<file path="config.mk">
export PLATFORM = sky130hd
export DESIGN_NAME = can_fault_irq_logic
export DESIGN_NICKNAME = d
export VERILOG_FILES = /design/src/shared/can_fault_pkg.sv /design/src/fault_tally.sv /design/src/irq_prio.sv /design/src/can_fault_irq_logic.sv
export VERILOG_INCLUDE_DIRS = /design/src /design/src/shared
export SDC_FILE = /design/constraint.sdc
export NUM_CORES = 1
export LEC_CHECK = 0
export ABC_AREA = 0
export BUFFER_PORTS_ARGS = -buffer_cell sky130_fd_sc_hd__buf_4
export CORE_MARGIN = 10
export CORE_UTILIZATION = 30
export CTS_BUF_LIST = sky130_fd_sc_hd__clkbuf_4 sky130_fd_sc_hd__clkbuf_8
export DETAILED_ROUTE_END_ITERATION = 16
export GPL_ROUTABILITY_DRIVEN = 0
export GPL_TIMING_DRIVEN = 0
export SLEW_MARGIN = 20
export SYNTH_ARGS = -nofsm -noshare
export SYNTH_HDL_FRONTEND = slang
export SYNTH_SLANG_ARGS = --single-unit
</file>
<file path="constraint.sdc">
create_clock -name sys_clk -period 2.7 [get_ports sys_clk]
set_input_delay 0.135 -clock sys_clk [delete_from_list [all_inputs] [get_ports sys_clk]]
set_output_delay 0.135 -clock sys_clk [all_outputs]
set_load 0.01 [all_outputs]
</file>
<file path="src/shared/can_fault_regs.svh">
// register offsets, field positions and thresholds of the fault and interrupt block
`ifndef CAN_FAULT_REGS_SVH
`define CAN_FAULT_REGS_SVH

`define ADDR_STATUS 8'h0E
`define ADDR_TX_COUNT 8'h1C
`define ADDR_RX_COUNT 8'h1D
`define ADDR_IRQ_ENABLE 8'h2B
`define ADDR_IRQ_FLAG 8'h2C
`define ADDR_FAULT_FLAGS 8'h2D

`define RST_BYTE 8'h00

`define SRC_RX0 0
`define SRC_RX1 1
`define SRC_TX0 2
`define SRC_TX1 3
`define SRC_TX2 4
`define SRC_ERR 5
`define SRC_WAK 6
`define SRC_MERR 7

`define IRQ_SOURCE_CODE_LSB 1

`define FF_ANY_WARN 0
`define FF_RX_WARN 1
`define FF_TX_WARN 2
`define FF_RX_PASSIVE 3
`define FF_TX_PASSIVE 4
`define FF_BUS_OFF 5
`define FF_OVF0 6
`define FF_OVF1 7
`define FF_HOST_MASK 8'hC0

`define WARN_LIMIT 8'h60
`define PASSIVE_LIMIT 8'h80
`define COUNT_TOP 8'hFF
`define RX_RELOAD 8'h77
`define RECOV_SEQS 8'h80
`define RECOV_LAST 8'h7F

`endif

</file>
<file path="src/shared/can_fault_pkg.sv">
// types of the fault tracking and interrupt block
package can_fault_pkg;

  typedef enum logic [1:0] {
    MODE_ACTIVE,
    MODE_PASSIVE,
    MODE_BUS_OFF
  } fault_mode_t;

  typedef struct packed {
    logic [7:0] count;
  } tally_state_t;

  typedef struct packed {
    logic [7:0] enable;
    logic [7:0] flags;
    logic [1:0] ovf;
    logic bus_off;
    logic [5:0] last_state;
    logic [7:0] recov_cnt;
    fault_mode_t mode;
    logic [7:0] rdata;
    logic wake;
  } core_state_t;

endpackage

</file>
<file path="src/fault_tally.sv">
// saturating 8-bit error counter with the CAN step sizes
`timescale 1ns/1ps
`include "can_fault_regs.svh"
module fault_tally import can_fault_pkg::*; #(
  parameter bit HIGH_RELOAD = 1'b0
) (
  // clock and reset
  input wire logic sys_clk,
  input wire logic nrst,
  // steps
  input wire logic inc1,
  input wire logic inc8,
  input wire logic dec,
  input wire logic clr,
  // result
  output logic [7:0] count,
  output logic at_top
);
  tally_state_t s_ff;
  tally_state_t nxt_s;
  logic [8:0] sum;

  always_comb
  begin
    nxt_s = s_ff;
    sum = {1'b0, s_ff.count} + (inc8 ? 9'h008 : 9'h000) + (inc1 ? 9'h001 : 9'h000);
    if (clr)
    begin
      nxt_s.count = `RST_BYTE;
    end
    else if (inc1 || inc8)
    begin
      // saturate: the top value is what signals bus-off
      nxt_s.count = sum[8] ? `COUNT_TOP : sum[7:0];
    end
    else if (dec && (s_ff.count != `RST_BYTE))
    begin
      if (HIGH_RELOAD && (s_ff.count >= `PASSIVE_LIMIT))
        nxt_s.count = `RX_RELOAD;
      else
        nxt_s.count = s_ff.count - 8'h01;
    end
  end

  always_ff @(posedge sys_clk or negedge nrst)
  begin
    if (!nrst)
      s_ff <= '0;
    else
      s_ff <= nxt_s;
  end

  assign count = s_ff.count;
  assign at_top = (s_ff.count == `COUNT_TOP);
endmodule // fault_tally

</file>
<file path="src/irq_prio.sv">
// priority encoder for the interrupt source code
`timescale 1ns/1ps
`include "can_fault_regs.svh"
module irq_prio (
  // enabled and pending sources
  input wire logic [7:0] pending,
  // lowest nonzero code wins
  output logic [2:0] code
);
  always_comb
  begin
    code = 3'h0;
    if (pending[`SRC_ERR])
      code = 3'h1;
    else if (pending[`SRC_WAK])
      code = 3'h2;
    else if (pending[`SRC_TX0])
      code = 3'h3;
    else if (pending[`SRC_TX1])
      code = 3'h4;
    else if (pending[`SRC_TX2])
      code = 3'h5;
    else if (pending[`SRC_RX0])
      code = 3'h6;
    else if (pending[`SRC_RX1])
      code = 3'h7;
  end
endmodule // irq_prio

</file>
<file path="src/can_fault_irq_logic.sv">
// error counters, fault flags, interrupt flags and source code of the CAN controller
`timescale 1ns/1ps
`include "can_fault_regs.svh"
module can_fault_irq_logic import can_fault_pkg::*; (
  // clock and reset
  input wire logic sys_clk,
  input wire logic nrst,
  // register access from the serial command engine
  input wire logic reg_wr,
  input wire logic reg_rd,
  input wire logic [7:0] reg_addr,
  input wire logic [7:0] reg_wdata,
  input wire logic [7:0] reg_wmask,
  output logic [7:0] reg_rdata,
  // protocol engine events, one-cycle pulses
  input wire logic tx_err,
  input wire logic tx_ok,
  input wire logic rx_err,
  input wire logic rx_err_heavy,
  input wire logic rx_ok,
  input wire logic msg_error,
  input wire logic [2:0] tx_empty,
  input wire logic [1:0] rx_loaded,
  input wire logic recessive_run,
  input wire logic bus_activity,
  // sleep handling
  input wire logic asleep,
  output logic wake_req,
  // host interrupt and fault state
  output logic int_n,
  output logic bus_off,
  output logic error_passive
);
  core_state_t s_ff;
  core_state_t nxt_s;
  logic [7:0] outbound_fault_tally;
  logic [7:0] inbound_fault_tally;
  logic tx_top;
  logic recov_done;
  logic counting;
  logic [7:0] pending;
  logic [2:0] irq_source_code;
  logic tx_warning_flag;
  logic rx_warning_flag;
  logic any_warning_flag;
  logic tx_passive_flag;
  logic rx_passive_flag;
  logic [5:0] live_state;
  logic [7:0] set_evt;
  logic [7:0] hold;
  logic [7:0] written;
  logic [1:0] ovf_set;
  logic [1:0] ovf_wr;
  logic err_evt;
  logic [7:0] fault_state_flags;
  logic [7:0] controller_status_reg;

  // counters freeze while bus-off and restart from zero after recovery
  assign counting = !s_ff.bus_off;
  assign recov_done = s_ff.bus_off && recessive_run && (s_ff.recov_cnt == `RECOV_LAST);

  fault_tally #(
    .HIGH_RELOAD(1'b0)
  ) u_tx_tally (
    .sys_clk(sys_clk),
    .nrst(nrst),
    .inc1(1'b0),
    .inc8(tx_err && counting),
    .dec(tx_ok && counting),
    .clr(recov_done),
    .count(outbound_fault_tally),
    .at_top(tx_top)
  );

  fault_tally #(
    .HIGH_RELOAD(1'b1)
  ) u_rx_tally (
    .sys_clk(sys_clk),
    .nrst(nrst),
    .inc1(rx_err && !rx_err_heavy && counting),
    .inc8(rx_err_heavy && counting),
    .dec(rx_ok && counting),
    .clr(recov_done),
    .count(inbound_fault_tally),
    .at_top()
  );

  assign tx_warning_flag = (outbound_fault_tally >= `WARN_LIMIT);
  assign rx_warning_flag = (inbound_fault_tally >= `WARN_LIMIT);
  assign any_warning_flag = tx_warning_flag || rx_warning_flag;
  assign tx_passive_flag = (outbound_fault_tally >= `PASSIVE_LIMIT);
  assign rx_passive_flag = (inbound_fault_tally >= `PASSIVE_LIMIT);

  assign pending = s_ff.flags & s_ff.enable;

  irq_prio u_prio (
    .pending(pending),
    .code(irq_source_code)
  );

  assign fault_state_flags = {s_ff.ovf, s_ff.bus_off, tx_passive_flag, rx_passive_flag,
    tx_warning_flag, rx_warning_flag, any_warning_flag};
  assign controller_status_reg = {4'h0, irq_source_code, 1'b0};

  always_comb
  begin
    nxt_s = s_ff;
    live_state = {s_ff.bus_off, tx_passive_flag, rx_passive_flag,
      tx_warning_flag, rx_warning_flag, any_warning_flag};
    ovf_set = 2'h0;
    ovf_wr = s_ff.ovf;
    written = s_ff.flags;
    set_evt = 8'h00;
    hold = 8'h00;

    // bus-off entry and recovery
    if (s_ff.bus_off)
    begin
      if (recov_done)
      begin
        nxt_s.bus_off = 1'b0;
        nxt_s.recov_cnt = `RST_BYTE;
      end
      else if (recessive_run)
      begin
        nxt_s.recov_cnt = s_ff.recov_cnt + 8'h01;
      end
    end
    else if (tx_top)
    begin
      nxt_s.bus_off = 1'b1;
      nxt_s.recov_cnt = `RST_BYTE;
    end

    if (nxt_s.bus_off)
      nxt_s.mode = MODE_BUS_OFF;
    else if (tx_passive_flag || rx_passive_flag)
      nxt_s.mode = MODE_PASSIVE;
    else
      nxt_s.mode = MODE_ACTIVE;

    // overflow: a message arrives while its buffer flag is still pending
    ovf_set = rx_loaded & s_ff.flags[`SRC_RX1:`SRC_RX0];

    // hardware events
    set_evt[`SRC_RX0] = rx_loaded[0];
    set_evt[`SRC_RX1] = rx_loaded[1];
    set_evt[`SRC_TX2:`SRC_TX0] = tx_empty;
    set_evt[`SRC_MERR] = msg_error;
    set_evt[`SRC_WAK] = asleep && bus_activity;
    // only a bit going from clear to set counts, not a repeat overflow
    err_evt = (|(ovf_set & ~s_ff.ovf)) || (live_state != s_ff.last_state);
    set_evt[`SRC_ERR] = err_evt;
    nxt_s.last_state = live_state;

    // a cause still present keeps its flag against a host clear
    hold = set_evt;
    hold[`SRC_ERR] = err_evt || (|s_ff.ovf);

    if (reg_wr)
    begin
      if (reg_addr == `ADDR_IRQ_ENABLE)
      begin
        nxt_s.enable = (s_ff.enable & ~reg_wmask) | (reg_wdata & reg_wmask);
      end
      else if (reg_addr == `ADDR_IRQ_FLAG)
      begin
        // masked write lets the host touch only chosen flags
        written = (s_ff.flags & ~reg_wmask) | (reg_wdata & reg_wmask);
      end
      else if (reg_addr == `ADDR_FAULT_FLAGS)
      begin
        ovf_wr = (s_ff.ovf & ~reg_wmask[`FF_OVF1:`FF_OVF0])
          | (reg_wdata[`FF_OVF1:`FF_OVF0] & reg_wmask[`FF_OVF1:`FF_OVF0]);
      end
    end

    // set wins over a clear arriving in the same cycle
    nxt_s.flags = written | (s_ff.flags & hold) | set_evt;
    nxt_s.ovf = ovf_wr | ovf_set;

    // waking needs the enable; the flag alone does not end sleep
    nxt_s.wake = asleep && bus_activity && s_ff.enable[`SRC_WAK];

    if (reg_rd)
    begin
      if (reg_addr == `ADDR_TX_COUNT)
        nxt_s.rdata = outbound_fault_tally;
      else if (reg_addr == `ADDR_RX_COUNT)
        nxt_s.rdata = inbound_fault_tally;
      else if (reg_addr == `ADDR_FAULT_FLAGS)
        nxt_s.rdata = fault_state_flags;
      else if (reg_addr == `ADDR_IRQ_ENABLE)
        nxt_s.rdata = s_ff.enable;
      else if (reg_addr == `ADDR_IRQ_FLAG)
        nxt_s.rdata = s_ff.flags;
      else if (reg_addr == `ADDR_STATUS)
        nxt_s.rdata = controller_status_reg;
      else
        nxt_s.rdata = `RST_BYTE;
    end
  end

  always_ff @(posedge sys_clk or negedge nrst)
  begin
    if (!nrst)
    begin
      s_ff <= '0;
      s_ff.mode <= MODE_ACTIVE;
    end
    else
    begin
      s_ff <= nxt_s;
    end
  end

  assign int_n = !(|pending);
  assign reg_rdata = s_ff.rdata;
  assign wake_req = s_ff.wake;
  assign bus_off = s_ff.bus_off;
  assign error_passive = (s_ff.mode != MODE_ACTIVE);
endmodule // can_fault_irq_logic

</file>
# Word level (Yosys, flattened, before mapping)

Cells that the tools add are included.

Bits in registers: 60
Bits of input ports: 42
Output and inout port bits: 12

Order comparisons: 4
Muxes and demuxes: 41
$add $sub $neg: 6
Reductions and logical operators: 31
Bitwise operators: 18
Eq/ne operators: 10

Operators with widths:

| operator                                                          | number |
|---|---|
| two-way mux 8 bit                                                 | 21 |
| bitwise AND 8 bit                                                 | 5 |
| bitwise OR 8 bit                                                  | 4 |
| == test 8 x 6 -> 1 bit, second input constant                     | 3 |
| two-way mux 3 bit                                                 | 7 |
| adder 8 x 9 -> 9 bit                                              | 2 |
| == test 8 x 5 -> 1 bit, second input constant                     | 2 |
| greater-or-equal comparator 8 x 7 -> 1 bit, second input constant | 2 |
| greater-or-equal comparator 8 bit, second input constant          | 2 |
| nonzero test 8 bit                                                | 2 |
| subtractor 8 x 1 -> 8 bit, second input constant                  | 2 |
| logical AND 1 bit                                                 | 12 |
| two-way mux 4 bit                                                 | 3 |
| two-way mux 2 bit                                                 | 5 |
| adder 9 bit                                                       | 1 |
| adder 8 x 1 -> 8 bit, second input constant                       | 1 |
| bitwise AND 2 bit                                                 | 4 |
| == test 8 x 4 -> 1 bit, second input constant                     | 1 |
| == test 8 x 7 -> 1 bit, second input constant                     | 1 |
| == test 8 bit, second input constant                              | 1 |
| inverter 8 bit                                                    | 1 |
| OR reduction 8 bit                                                | 1 |
| inequality test 6 bit                                             | 1 |
| nonzero test 3 bit                                                | 2 |
| other kinds (9)                                                   | 24 |

# Logic depth before layout (Yosys ltp)

Gate-level depths: netlist of the first run.

Word-level depth: 14
Depth in mapped cells: 10
Gate-level depth less buffers: 8

# Hierarchy

Synthesis of the first run repeated with hierarchy kept, for this count alone.

Cell total of the unflattened synthesis: 490
Area, all modules: 4423.0 µm²

Modules (own cells, without submodules):

| module                    | sequential area each (µm²) | area each (µm²) | instances | cells an instance |
|---|---|---|---|---|
| can_fault_irq_logic       | 1076.0                     | 2727.6          | 1         | 288 |
| fault_tally at u_rx_tally | 200.2                      | 863.3           | 1         | 99 |
| fault_tally at u_tx_tally | 200.2                      | 770.7           | 1         | 92 |
| irq_prio                  | 0.0                        | 61.3            | 1         | 11 |

# Worst setup path after synthesis of the first run

OpenSTA, ideal clock, no wires.

Kind: register to register
Start: reg s_ff, in the netlist bus_off
End: reg u_rx_tally.s_ff, in the netlist u_rx_tally.count[2]
Path slack: 289 ps
Library setup time: 110 ps
Clock period less this slack: 2411 ps
Data required time: 2590 ps
Stages on the path, launching flop included: 10
Data arrival time: 2301 ps
Path through: dfrtp_1 clkbuf_1 clkbuf_1 nor3b_1 ha_1 ha_1 a31oi_1 o41ai_2 nor2_1 o41ai_1

Word-level cells in the longest chain between the ends: 8
Elaborated cells on any way between the ends: 16
Classes of those cells: add/sub (2); mux (5); reduce/logical (9)

RTL lines:

| element                | line                       | source |
|---|---|---|
| from (decl)            | can_fault_irq_logic.sv:34  | `core_state_t s_ff;` |
| from (signal assigned) | can_fault_irq_logic.sv:213 | `s_ff <= nxt_s;` |
| logical NOT 1 bit      | can_fault_irq_logic.sv:59  | `assign counting = !s_ff.bus_off;` |
| logical AND 1 bit      | can_fault_irq_logic.sv:81  | `.inc8(rx_err_heavy && counting),` |
| two-way mux 4 bit      | fault_tally.sv:26          | `sum = {1'b0, s_ff.count} + (inc8 ? 9'h008 : 9'h000) + (inc1 ? 9'h001 : 9'h000);` |
| adder 8 x 9 -> 9 bit   | fault_tally.sv:26          |  |
| adder 9 bit            | fault_tally.sv:26          |  |
| two-way mux 8 bit      | fault_tally.sv:34          | `` nxt_s.count = sum[8] ? `COUNT_TOP : sum[7:0]; `` |
| two-way mux 8 bit      | fault_tally.sv:31          | `else if (inc1 \|\| inc8)` |
| two-way mux 8 bit      | fault_tally.sv:27          | `if (clr)` |
| to (signal assigned)   | fault_tally.sv:50          | `s_ff <= nxt_s;` |
| to (decl)              | fault_tally.sv:19          | `tally_state_t s_ff;` |

Parallel ways exist; a longest one is shown, timed or not.
A chain may end at the register's enable or synchronous reset.

# Worst setup path in the final report of the first run

Start: reg s_ff, in the netlist bus_off
End: reg u_rx_tally.s_ff, in the netlist u_rx_tally.count[0]

Same word-level chain as after synthesis.

==> flow_summary.ini, run 1 <==
[sta]
fmax_mhz = 399.7
setup_ws_ps = 198.2
worstMarginPinSlew_ps = 757.8
hold_viol = 0
skew_ps = 11.14
setup_viol = 0
fin_crit_sh_pct = 92.66
relSlewSlack_pct = 49.48
rsz0062_at_grt = no
min_period_ps = 2502
slew_viol_final = 0

[critical_path]
worstPathArrival_ps = 2790
cp-start-kind = flop
required_ps = 2990
critPathCaptureType = flop
cp_slowest_cell = dfrtp_2
worstPathCellList = clkbuf_4, nor3b_2, ha_2, ha_1, a31oi_1, o41ai_4, buf_4, nor2_1, a211oi_1, a21o_1
worst-path-buf-inv = 2
worstSetupPathType = flop to flop
slowest_delay_ps = 490
path_max_fanout = 11
cp_top_family = compound AO/OA/AOI/OAI gates

[power]
ir_worst_vdd_uv = 195.5
seqPwrFrac_pct = 44.8
netSwitchingFraction_pct = 27.77
p_per_area_mw_per_mm2 = 463.2
pwr-share-clk_pct = 38.0
cellLeakagePower_nw = 2.062
power.switching_mw = 0.6266
power_frac_comb_pct = 17.2
p_int_mw = 1.630

[synthesis]
syn_area_per_cell_sq_um = 9.059
synth.distinct_cells = 79
ys_warn_count = 0
ys_seq_area_share_pct = 37.29
syn_nets = 490
synth_seq_cells = 59
synth.cell_area_sq_mm = 0.003959
synth_edf_count = 0
synthCells = 437
synthArstFlopShare_pct = 100.0
synth_ff_type = dfrtp_1

[clock_network]
path_clk_slew_ps = 70
numClockSinks = 59
clk_latency_ps = 350
cts-root-buf = clkbuf_8
cts_made_buffers = 9
cts_max_level = 3
cts_tree = built
cts_buffer_depth = 2

[place]
place_area_sq_mm = 0.004557
pre_cts_slack_ps = -422.1
dp_cells = 660
place_hpwl_mm = 8.353
numPortBuffers = 51

[global_routing]
grt_pass1_wl_mm = 18.63
grt_start_max_net_pins = 60
first_global_vias = 3704
antenna_found_initial = 0
overflow = 0
grt_usage_pct = 12.37

[final_layout]
final_cell_area_sq_mm = 0.004872
diodes = 0
layout-drive-gt1-share_pct = 24.46
syn_to_final_growth_pct = 23.07
most-common-layout-cells = 62 x buf_4, 58 x dfrtp_1, 45 x nand2_1
final_nets = 559
fin_cells = 683
layout_commonest_cell = buf_4

[die]
die_w_um = 134.9
core_area_sq_mm = 0.01277
design.die.area_sq_mm = 0.01819
ios = 54
start_util_pct = 30.99
die_y_um = 134.9
std_cell_rows = 41

[routing]
drt_iter0_drc = 495
drtAntennaViolNets = 0
vias = 3759
first_pass_iters = 6
via_per_inst = 5.504
wire_per_inst_um = 16.45
drcViolationCount = 0
wl_mm = 11.23

[run]
cap_violations = 0

[status]
status = completed

[min_path]
min_path_type = input pin to flop
-- stage by stage --
step                util [%]  hold WS (ps)  TNS (ps)  power, mW
floorplan                  -        -160.6         0      1.242
global placement       35.67         262.5     -1472      1.391
finish                 38.14         8.597         0      2.257
detailed placement     35.67         264.0     -1854      1.403
CTS                    38.02         1.519         0      2.273
global route           38.14         21.91         0      2.364
-- path summary, 6_finish.rpt --
check,start,end,slack [ps],depth (start not counted)
max,bus_off$_DFF_PN0_,u_rx_tally.count[0]$_DFFE_PN0P_,200,10
min,rx_loaded[1],s_ff[29]$_DFF_PN0_,9,2
max reg2reg,bus_off$_DFF_PN0_,u_rx_tally.count[0]$_DFFE_PN0P_,200,10
min reg2reg,s_ff[18]$_DFFE_PN0P_,s_ff[18]$_DFFE_PN0P_,500,1
max in group asynchronous,nrst,bus_off$_DFF_PN0_,1770,2
min in group asynchronous,nrst,s_ff[11]$_DFFE_PN0P_,400,2
-- routing by layer --
metal / global-route usage (%) / up-vias / wire length, um
met4: 5.925 / 0 / 250
met3: 2.300 / 21 / 698
met1: 16.03 / 1816 / 4931
li1: - / 1778 / -
met5: 0 / - / 0
met2: 19.36 / 144 / 5354
-- repair_timing --
item / 4_1_cts / 5_1_grt
pin swaps: 1 / 1
hold buffers: 6 / 0
buffers inserted: 2 / 0
gates resized for setup: 3 / 4
cloned: 0 / 0
endpoints found under the hold margin: 64 / 0
endpoints found under the setup margin: 8 / 6
-- cells by family after synthesis --
kind of cell / after synthesis / share of synthesized area (%)
compound gates: 149 / 26.45
simple gates: 146 / 20.04
flops: 59 / 37.29
buf+inv: 50 / 6.447
mux: 12 / 4.077
fa+ha+maj: 11 / 3.477
xor+xnor: 10 / 2.213
-- power by group through the flow --
stage	combinational [mW]	sequential [mW]	clock [mW]
floorplan	0.234	1.01	0
finish	0.387	1.01	0.858
CTS	0.387	1.01	0.876
detailed placement	0.379	1.02	0
global route	0.436	1.02	0.908
global placement	0.367	1.02	0
-- worst reg2reg max path, delay by kind of cell (launching register included) --
| family | cells | cell delay, ps |
|---|---|---|
| AOI/OAI and AO/OA | 4 | 830 |
| DFF | 1 | 490 |
| adders and majority gates | 2 | 460 |
| buffers and inverters | 2 | 430 |
| and+or+nand+nor | 2 | 240 |
-- synthesized netlist by cell type (all sizes together) (3+ instances only) --
cell type,count,share of area [%]
ha,11,3.5
a311oi,4,0.88
a222oi,5,1.3
nor2b,3,0.47
inv,18,1.7
a21oi,31,3.9
a22oi,4,0.76
nand3,12,1.5
o31ai,4,0.76
o221ai,3,0.66
o22ai,9,1.4
mux2i,3,0.76
nand4,6,0.95
nor3,7,1.0
nor4,5,1.2
a22o,6,1.4
nand2,53,5.5
mux2,9,3.3
xnor2,8,1.8
buf,16,3.0
a311o,7,1.8
dfrtp,59,37
a21o,4,0.79
o41ai,4,1.1
clkbuf,16,1.8
a21boi,7,1.3
o21bai,3,0.57
nand2b,5,0.79
a32o,3,0.76
a31oi,9,1.4
and3,7,1.2
o21ai,28,3.5
nor2,29,2.8
-- area by class of cell --
class,instances,area [sq um]
multi-input cells,328,2253
well taps,172,215.2
repair buffers,59,457.9
inverters,18,67.56
fillers,1288,7901
clock inverters,4,47.55
clock buffers,12,165.2
flip-flops and latches,59,1478
plain buffers,31,187.7
Power figures use the tool's default switching activity.
==> run 2, diff against run 1 <==
==> constraint.sdc (replaced) <==
create_clock -name sys_clk -period 3.01 [get_ports sys_clk]
set_input_delay 0.1505 -clock sys_clk [delete_from_list [all_inputs] [get_ports sys_clk]]
set_output_delay 0.1505 -clock sys_clk [all_outputs]
set_load 0.01 [all_outputs]
==> run 2 against run 1 <==
  * Clock skew fell by 1.4 ps
  * First-iteration DRC count decreased by 15%
  * Critical endpoint is now u_rx_tally.count[4]$_DFFE_PN0P_
  * Sequential cell count unchanged
==> flow_summary.ini, run 2 (synthesis results as in run 1) <==
[sta]
min_period_ps = 2836
relSlewSlack_pct = 49.73
hold_viol = 0
fmax_mhz = 352.6
worstMarginPinSlew_ps = 754.1
setup_viol = 0
fin_setup_tns_ps = 0
fin_crit_sh_pct = 94.22
skew_ps = 9.737
slew_viol_final = 0
rsz0062_at_grt = no

[global_routing]
grt_usage_pct = 12.35
grt.met2_usage_pct = 19.25
busiest_layer = met2
grt_start_max_net_pins = 60
gr-usage-met1_pct = 16.01
grtUsageMet3_pct = 2.300
grt_pass1_wl_mm = 18.55
antenna_found_initial = 0
overflow = 0
first_global_vias = 3692

[critical_path]
r2r_cells = 11
worstSetupPathType = flop to flop
worstPathArrival_ps = 3070
required_ps = 3240
worstPathCellList = clkbuf_1, buf_2, nor3b_1, ha_1, ha_1, a31oi_1, o41ai_4, buf_4, nor2_1, nor3_1, a211o_1
crit_top_cell = ha_1
critPathCaptureType = flop
cp-start-kind = flop
slowest_delay_ps = 390
reg2reg_setup_slack_ps = 170
worst-path-buf-inv = 3
cp_slowest_cell = dfrtp_1
path_max_fanout = 10
r2r-end = u_rx_tally.count[4]$_DFFE_PN0P_
regToRegStartpoint = bus_off$_DFF_PN0_
cp_top_family = buffers and inverters

[min_path]
whs_endpoint = s_ff[35]$_DFF_PN0_
hp-start = msg_error
worstHoldPathCells = 2
min_path_type = input pin to flop

[routing]
wl_mm = 11.14
first_pass_iters = 7
wire_per_inst_um = 16.34
drcViolationCount = 0
drt_iter0_drc = 420
drtAntennaViolNets = 0
via_per_inst = 5.449
vias = 3716

[final_layout]
layout-drive-gt1-share_pct = 23.92
most-common-layout-cells = 62 x buf_4, 59 x dfrtp_1, 45 x nand2_1
multi_input_area_sq_mm = 0.002246
syn_to_final_growth_pct = 22.38
postLayoutCoreUtil_pct = 37.93
layout_commonest_cell = buf_4
fillers = 1292
final_nets = 558
diodes = 0
regArea_sq_mm = 0.001476
final_cell_area_sq_mm = 0.004845

[clock_network]
cts-root-buf = clkbuf_8
cts_made_buffers = 9
path_clk_slew_ps = 70
numClockSinks = 59
cts_buffer_depth = 2
cts_max_level = 3
clk_latency_ps = 340
cts_tree = built

[status]
status = completed

[place]
place_hpwl_mm = 8.353
numPortBuffers = 51
place_area_sq_mm = 0.004557

[power]
p_per_area_mw_per_mm2 = 416.4
ir_worst_vdd_uv = 174.6
cellLeakagePower_nw = 2.054

[die]
ios = 54
core_area_sq_mm = 0.01277
start_util_pct = 30.99
die_y_um = 134.9
design.die.area_sq_mm = 0.01819
std_cell_rows = 41
die_w_um = 134.9

[run]
cap_violations = 0
run 2: changes by cell type in the layout (fill, tap and decap cells not counted):
cell           previous run  this run
ha_2                      1         0
dfrtp_1                  58        59
ha_1                     10        11
dlygate4sd3_1             6         4
clkbuf_1                 13        14
nor3b_1                   1         2
buf_2                     4         5
nor3b_2                   1         0
dfrtp_2                   1         0
clkbuf_4                  1         0
run 2: metal layers:
metal / vias up / routed length [um]
met3: 21 / 659
met1: 1810 / 4882
met2: 112 / 5337
met4: 0 / 264
li1: 1773 / -
met5: - / 0
run 2: where the power goes:
group          total (mW)  internal, mW  switching (mW)
sequential          0.907         0.847          0.0601
combinational       0.344         0.166           0.178
clock               0.766         0.447           0.319
total                2.02          1.46           0.557
run 2: cell type report:
class,instances,area share (%)
buffer,32,3.900
clock buffer,12,3.409
clock inverter,4,0.9814
inverter,18,1.395
multi-input combinational,328,46.36
sequential,59,30.48
tap,172,4.442
timing repair buffer,57,9.039
run 2: metrics by stage:
step	std cells	hold slack, ps	power [mW]	setup WS [ps]
2_1_floorplan	437	-145.1	1.114	598.6
3_3_place_gp	660	278.0	1.247	-49.68
3_5_place_dp	660	279.5	1.258	-112.1
4_1_cts	680	3.679	2.037	80.97
5_1_grt	682	23.77	2.118	1.269
6_report	682	13.90	2.017	174.0
run 2: worst max-delay path by stage:
stage                     slack [ps]                              end  cells after the start         startpoint
after detailed placement        -110  u_rx_tally.count[2]$_DFFE_PN0P_                      9  bus_off$_DFF_PN0_
after global routing               1  u_rx_tally.count[0]$_DFFE_PN0P_                     11  bus_off$_DFF_PN0_
after floorplan                  600  u_rx_tally.count[2]$_DFFE_PN0P_                      9  bus_off$_DFF_PN0_
after global placement           -50  u_rx_tally.count[2]$_DFFE_PN0P_                      8  bus_off$_DFF_PN0_
after CTS                         80  u_rx_tally.count[2]$_DFFE_PN0P_                      9  bus_off$_DFF_PN0_
final                            170  u_rx_tally.count[4]$_DFFE_PN0P_                     11  bus_off$_DFF_PN0_
run 2: timing repair:
action / 4_1_cts / 5_1_grt
buffers inserted: 0 / 2
endpoints found under the hold margin: 62 / 0
resized for setup: 2 / 2
setup endpoints to repair: 1 / 1
pin swaps: 0 / 1
hold buffers: 4 / 0
==> run 3, diff against run 2 <==
--- a/config.mk
+++ b/config.mk
@@ -17,4 +17,5 @@
 export SLEW_MARGIN = 20
 export SYNTH_ARGS = -nofsm -noshare
 export SYNTH_HDL_FRONTEND = slang
+export SYNTH_HIERARCHICAL = 1
 export SYNTH_SLANG_ARGS = --single-unit
==> run 3 against run 2 <==
  * Total power grew 23%
  * Count of clock-buffer cells in the layout shrank 2
  * First-iteration DRC count shrank 2.1%
  * Wire length grew 16%
  * Clock skew grew 4.7 ps
  * Sequential power grew 16%
  * Core utilization shrank 1.4 points
  * Final area grew 9.2%
  * Final cell count grew 9.1%
  * Critical path depth shrank 2
==> flow_summary.ini, run 3 <==
[run]
cap_violations = 0

[place]
numPortBuffers = 52
place_area_sq_mm = 0.005030
place_hpwl_mm = 9.684
pre_cts_slack_ps = -52.56
dp_cells = 725

[global_routing]
grt_usage_pct = 12.91
overflow = 0
grt_start_max_net_pins = 60
first_global_vias = 4193
grt_pass1_wl_mm = 21.42
antenna_found_initial = 0

[sta]
fmax_mhz = 356.3
rsz0062_at_grt = no
fin_setup_tns_ps = 0
setup_viol = 0
min_period_ps = 2807
hold_viol = 0
worstMarginPinSlew_ps = 881.8
relSlewSlack_pct = 40.76
hold_slack_ps = 8.675
setup_ws_ps = 203.1
slew_viol_final = 0
skew_ps = 14.41
fin_crit_sh_pct = 93.25

[final_layout]
syn_to_final_growth_pct = 20.24
most-common-layout-cells = 62 x buf_4, 59 x dfrtp_1, 34 x nand2_1
fin_cells = 744
fillers = 1511
diodes = 0
final_nets = 610
final_cell_area_sq_mm = 0.005293
layout-drive-gt1-share_pct = 22.14
layout_commonest_cell = buf_4
postLayoutCoreUtil_pct = 36.55

[routing]
wire_per_inst_um = 17.31
drtAntennaViolNets = 0
wl_met1_mm = 5.661
wl_mm = 12.88
highest_layer = met4
via_per_inst = 5.550
first_pass_iters = 5
drcViolationCount = 0
dr_wl_met3_um = 650
vias = 4129
wl_met2_mm = 6.430
drt_iter0_drc = 411

[clock_network]
numClockSinks = 59
post_cts_buffers = 0
cts_max_level = 3
cts_made_buffers = 9
clk_latency_ps = 350
cts_tree = built
cts-root-buf = clkbuf_8
cts_buffer_depth = 2
path_clk_slew_ps = 70

[critical_path]
worstSetupPathType = flop to flop
required_ps = 3230
path_max_fanout = 10
cp-start-kind = flop
worstPathArrival_ps = 3020
critPathCaptureType = flop

[min_path]
min_path_type = input pin to flop

[power]
cellLeakagePower_nw = 2.235
p_per_area_mw_per_mm2 = 468.8
p_total_mw = 2.481
ir_worst_vdd_uv = 163.9

[die]
die_y_um = 141.1
core_area_sq_mm = 0.01448
start_util_pct = 30.40
std_cell_rows = 44
design.die.area_sq_mm = 0.01992
ios = 54
die_w_um = 141.1

[synthesis]
ys_warn_count = 6
synth.cell_area_sq_mm = 0.004402
synthCells = 487
syn_area_per_cell_sq_um = 9.038

[status]
status = completed
==> run 3: changes by cell type in the layout (fill, tap and decap cells not counted), sizes merged, moves of 6 or more <==
cell | before | now
nand2b | 5 | 14
nor2 | 29 | 21
and2 | 1 | 13
a211oi | 1 | 8
o21ai | 28 | 22
nand3 | 12 | 23
a21oi | 31 | 20
o211ai | 0 | 11
nand2 | 53 | 34
nand3b | 0 | 8
==> run 3: what timing repair did <==
item	CTS	global route
endpoints found under the hold margin	61	1
pin swaps	0	0
setup endpoints to repair	4	1
resized for setup	2	1
hold buffers	3	1
==> run 3: final cells by class <==
type / count / area [sq um] / share of cell area, %
clock buffer: 10 / 131.4 / 2.482
clock inverter: 5 / 78.83 / 1.489
inverter: 18 / 67.56 / 1.277
sequential: 59 / 1476 / 27.90
buffer: 38 / 245.2 / 4.634
multi-input combinational: 374 / 2633 / 49.74
tap: 184 / 230.2 / 4.350
timing repair buffer: 56 / 430.4 / 8.132
==> run 3: path summary, 6_finish.rpt <==
kind / startpoint / end / slack [ps] / depth (start not counted)
worst max-delay path: bus_off$_DFF_PN0_ / u_rx_tally/count[7]$_DFFE_PN0P_ / 200 / 9
worst min-delay path: tx_empty[0] / s_ff[30]$_DFF_PN0_ / 9 / 2
max in group asynchronous: nrst / s_ff[32]$_DFF_PN0_ / 2070 / 2
worst max register to register: bus_off$_DFF_PN0_ / u_rx_tally/count[7]$_DFFE_PN0P_ / 200 / 9
worst min register to register: bus_off$_DFF_PN0_ / s_ff[24]$_DFF_PN0_ / 430 / 0
min in group asynchronous: nrst / s_ff[18]$_DFFE_PN0P_ / 400 / 2
==> run 3: routing by layer <==
metal	up-vias	GRT usage, %
met2	118	21.84
met1	2028	15.85
met4	0	3.859
li1	1970	-
met5	-	0
met3	13	2.990
==> run 3: power by group <==
part	switching, mW	internal (mW)	total [mW]
Sequential	0.155	0.892	1.05
Combinational	0.331	0.302	0.633
Clock	0.332	0.469	0.801
Total	0.817	1.66	2.48
==> run 3: worst max-delay path, stage by stage, from the launching register on <==
cell and delay (ps):
dfrtp_1 380, clkbuf_1 460, clkbuf_2 370, nor3b_4 100
ha_1 250, ha_1 240, a31oi_2 260, o21ai_2 140
o21bai_1 190, a221o_1 310
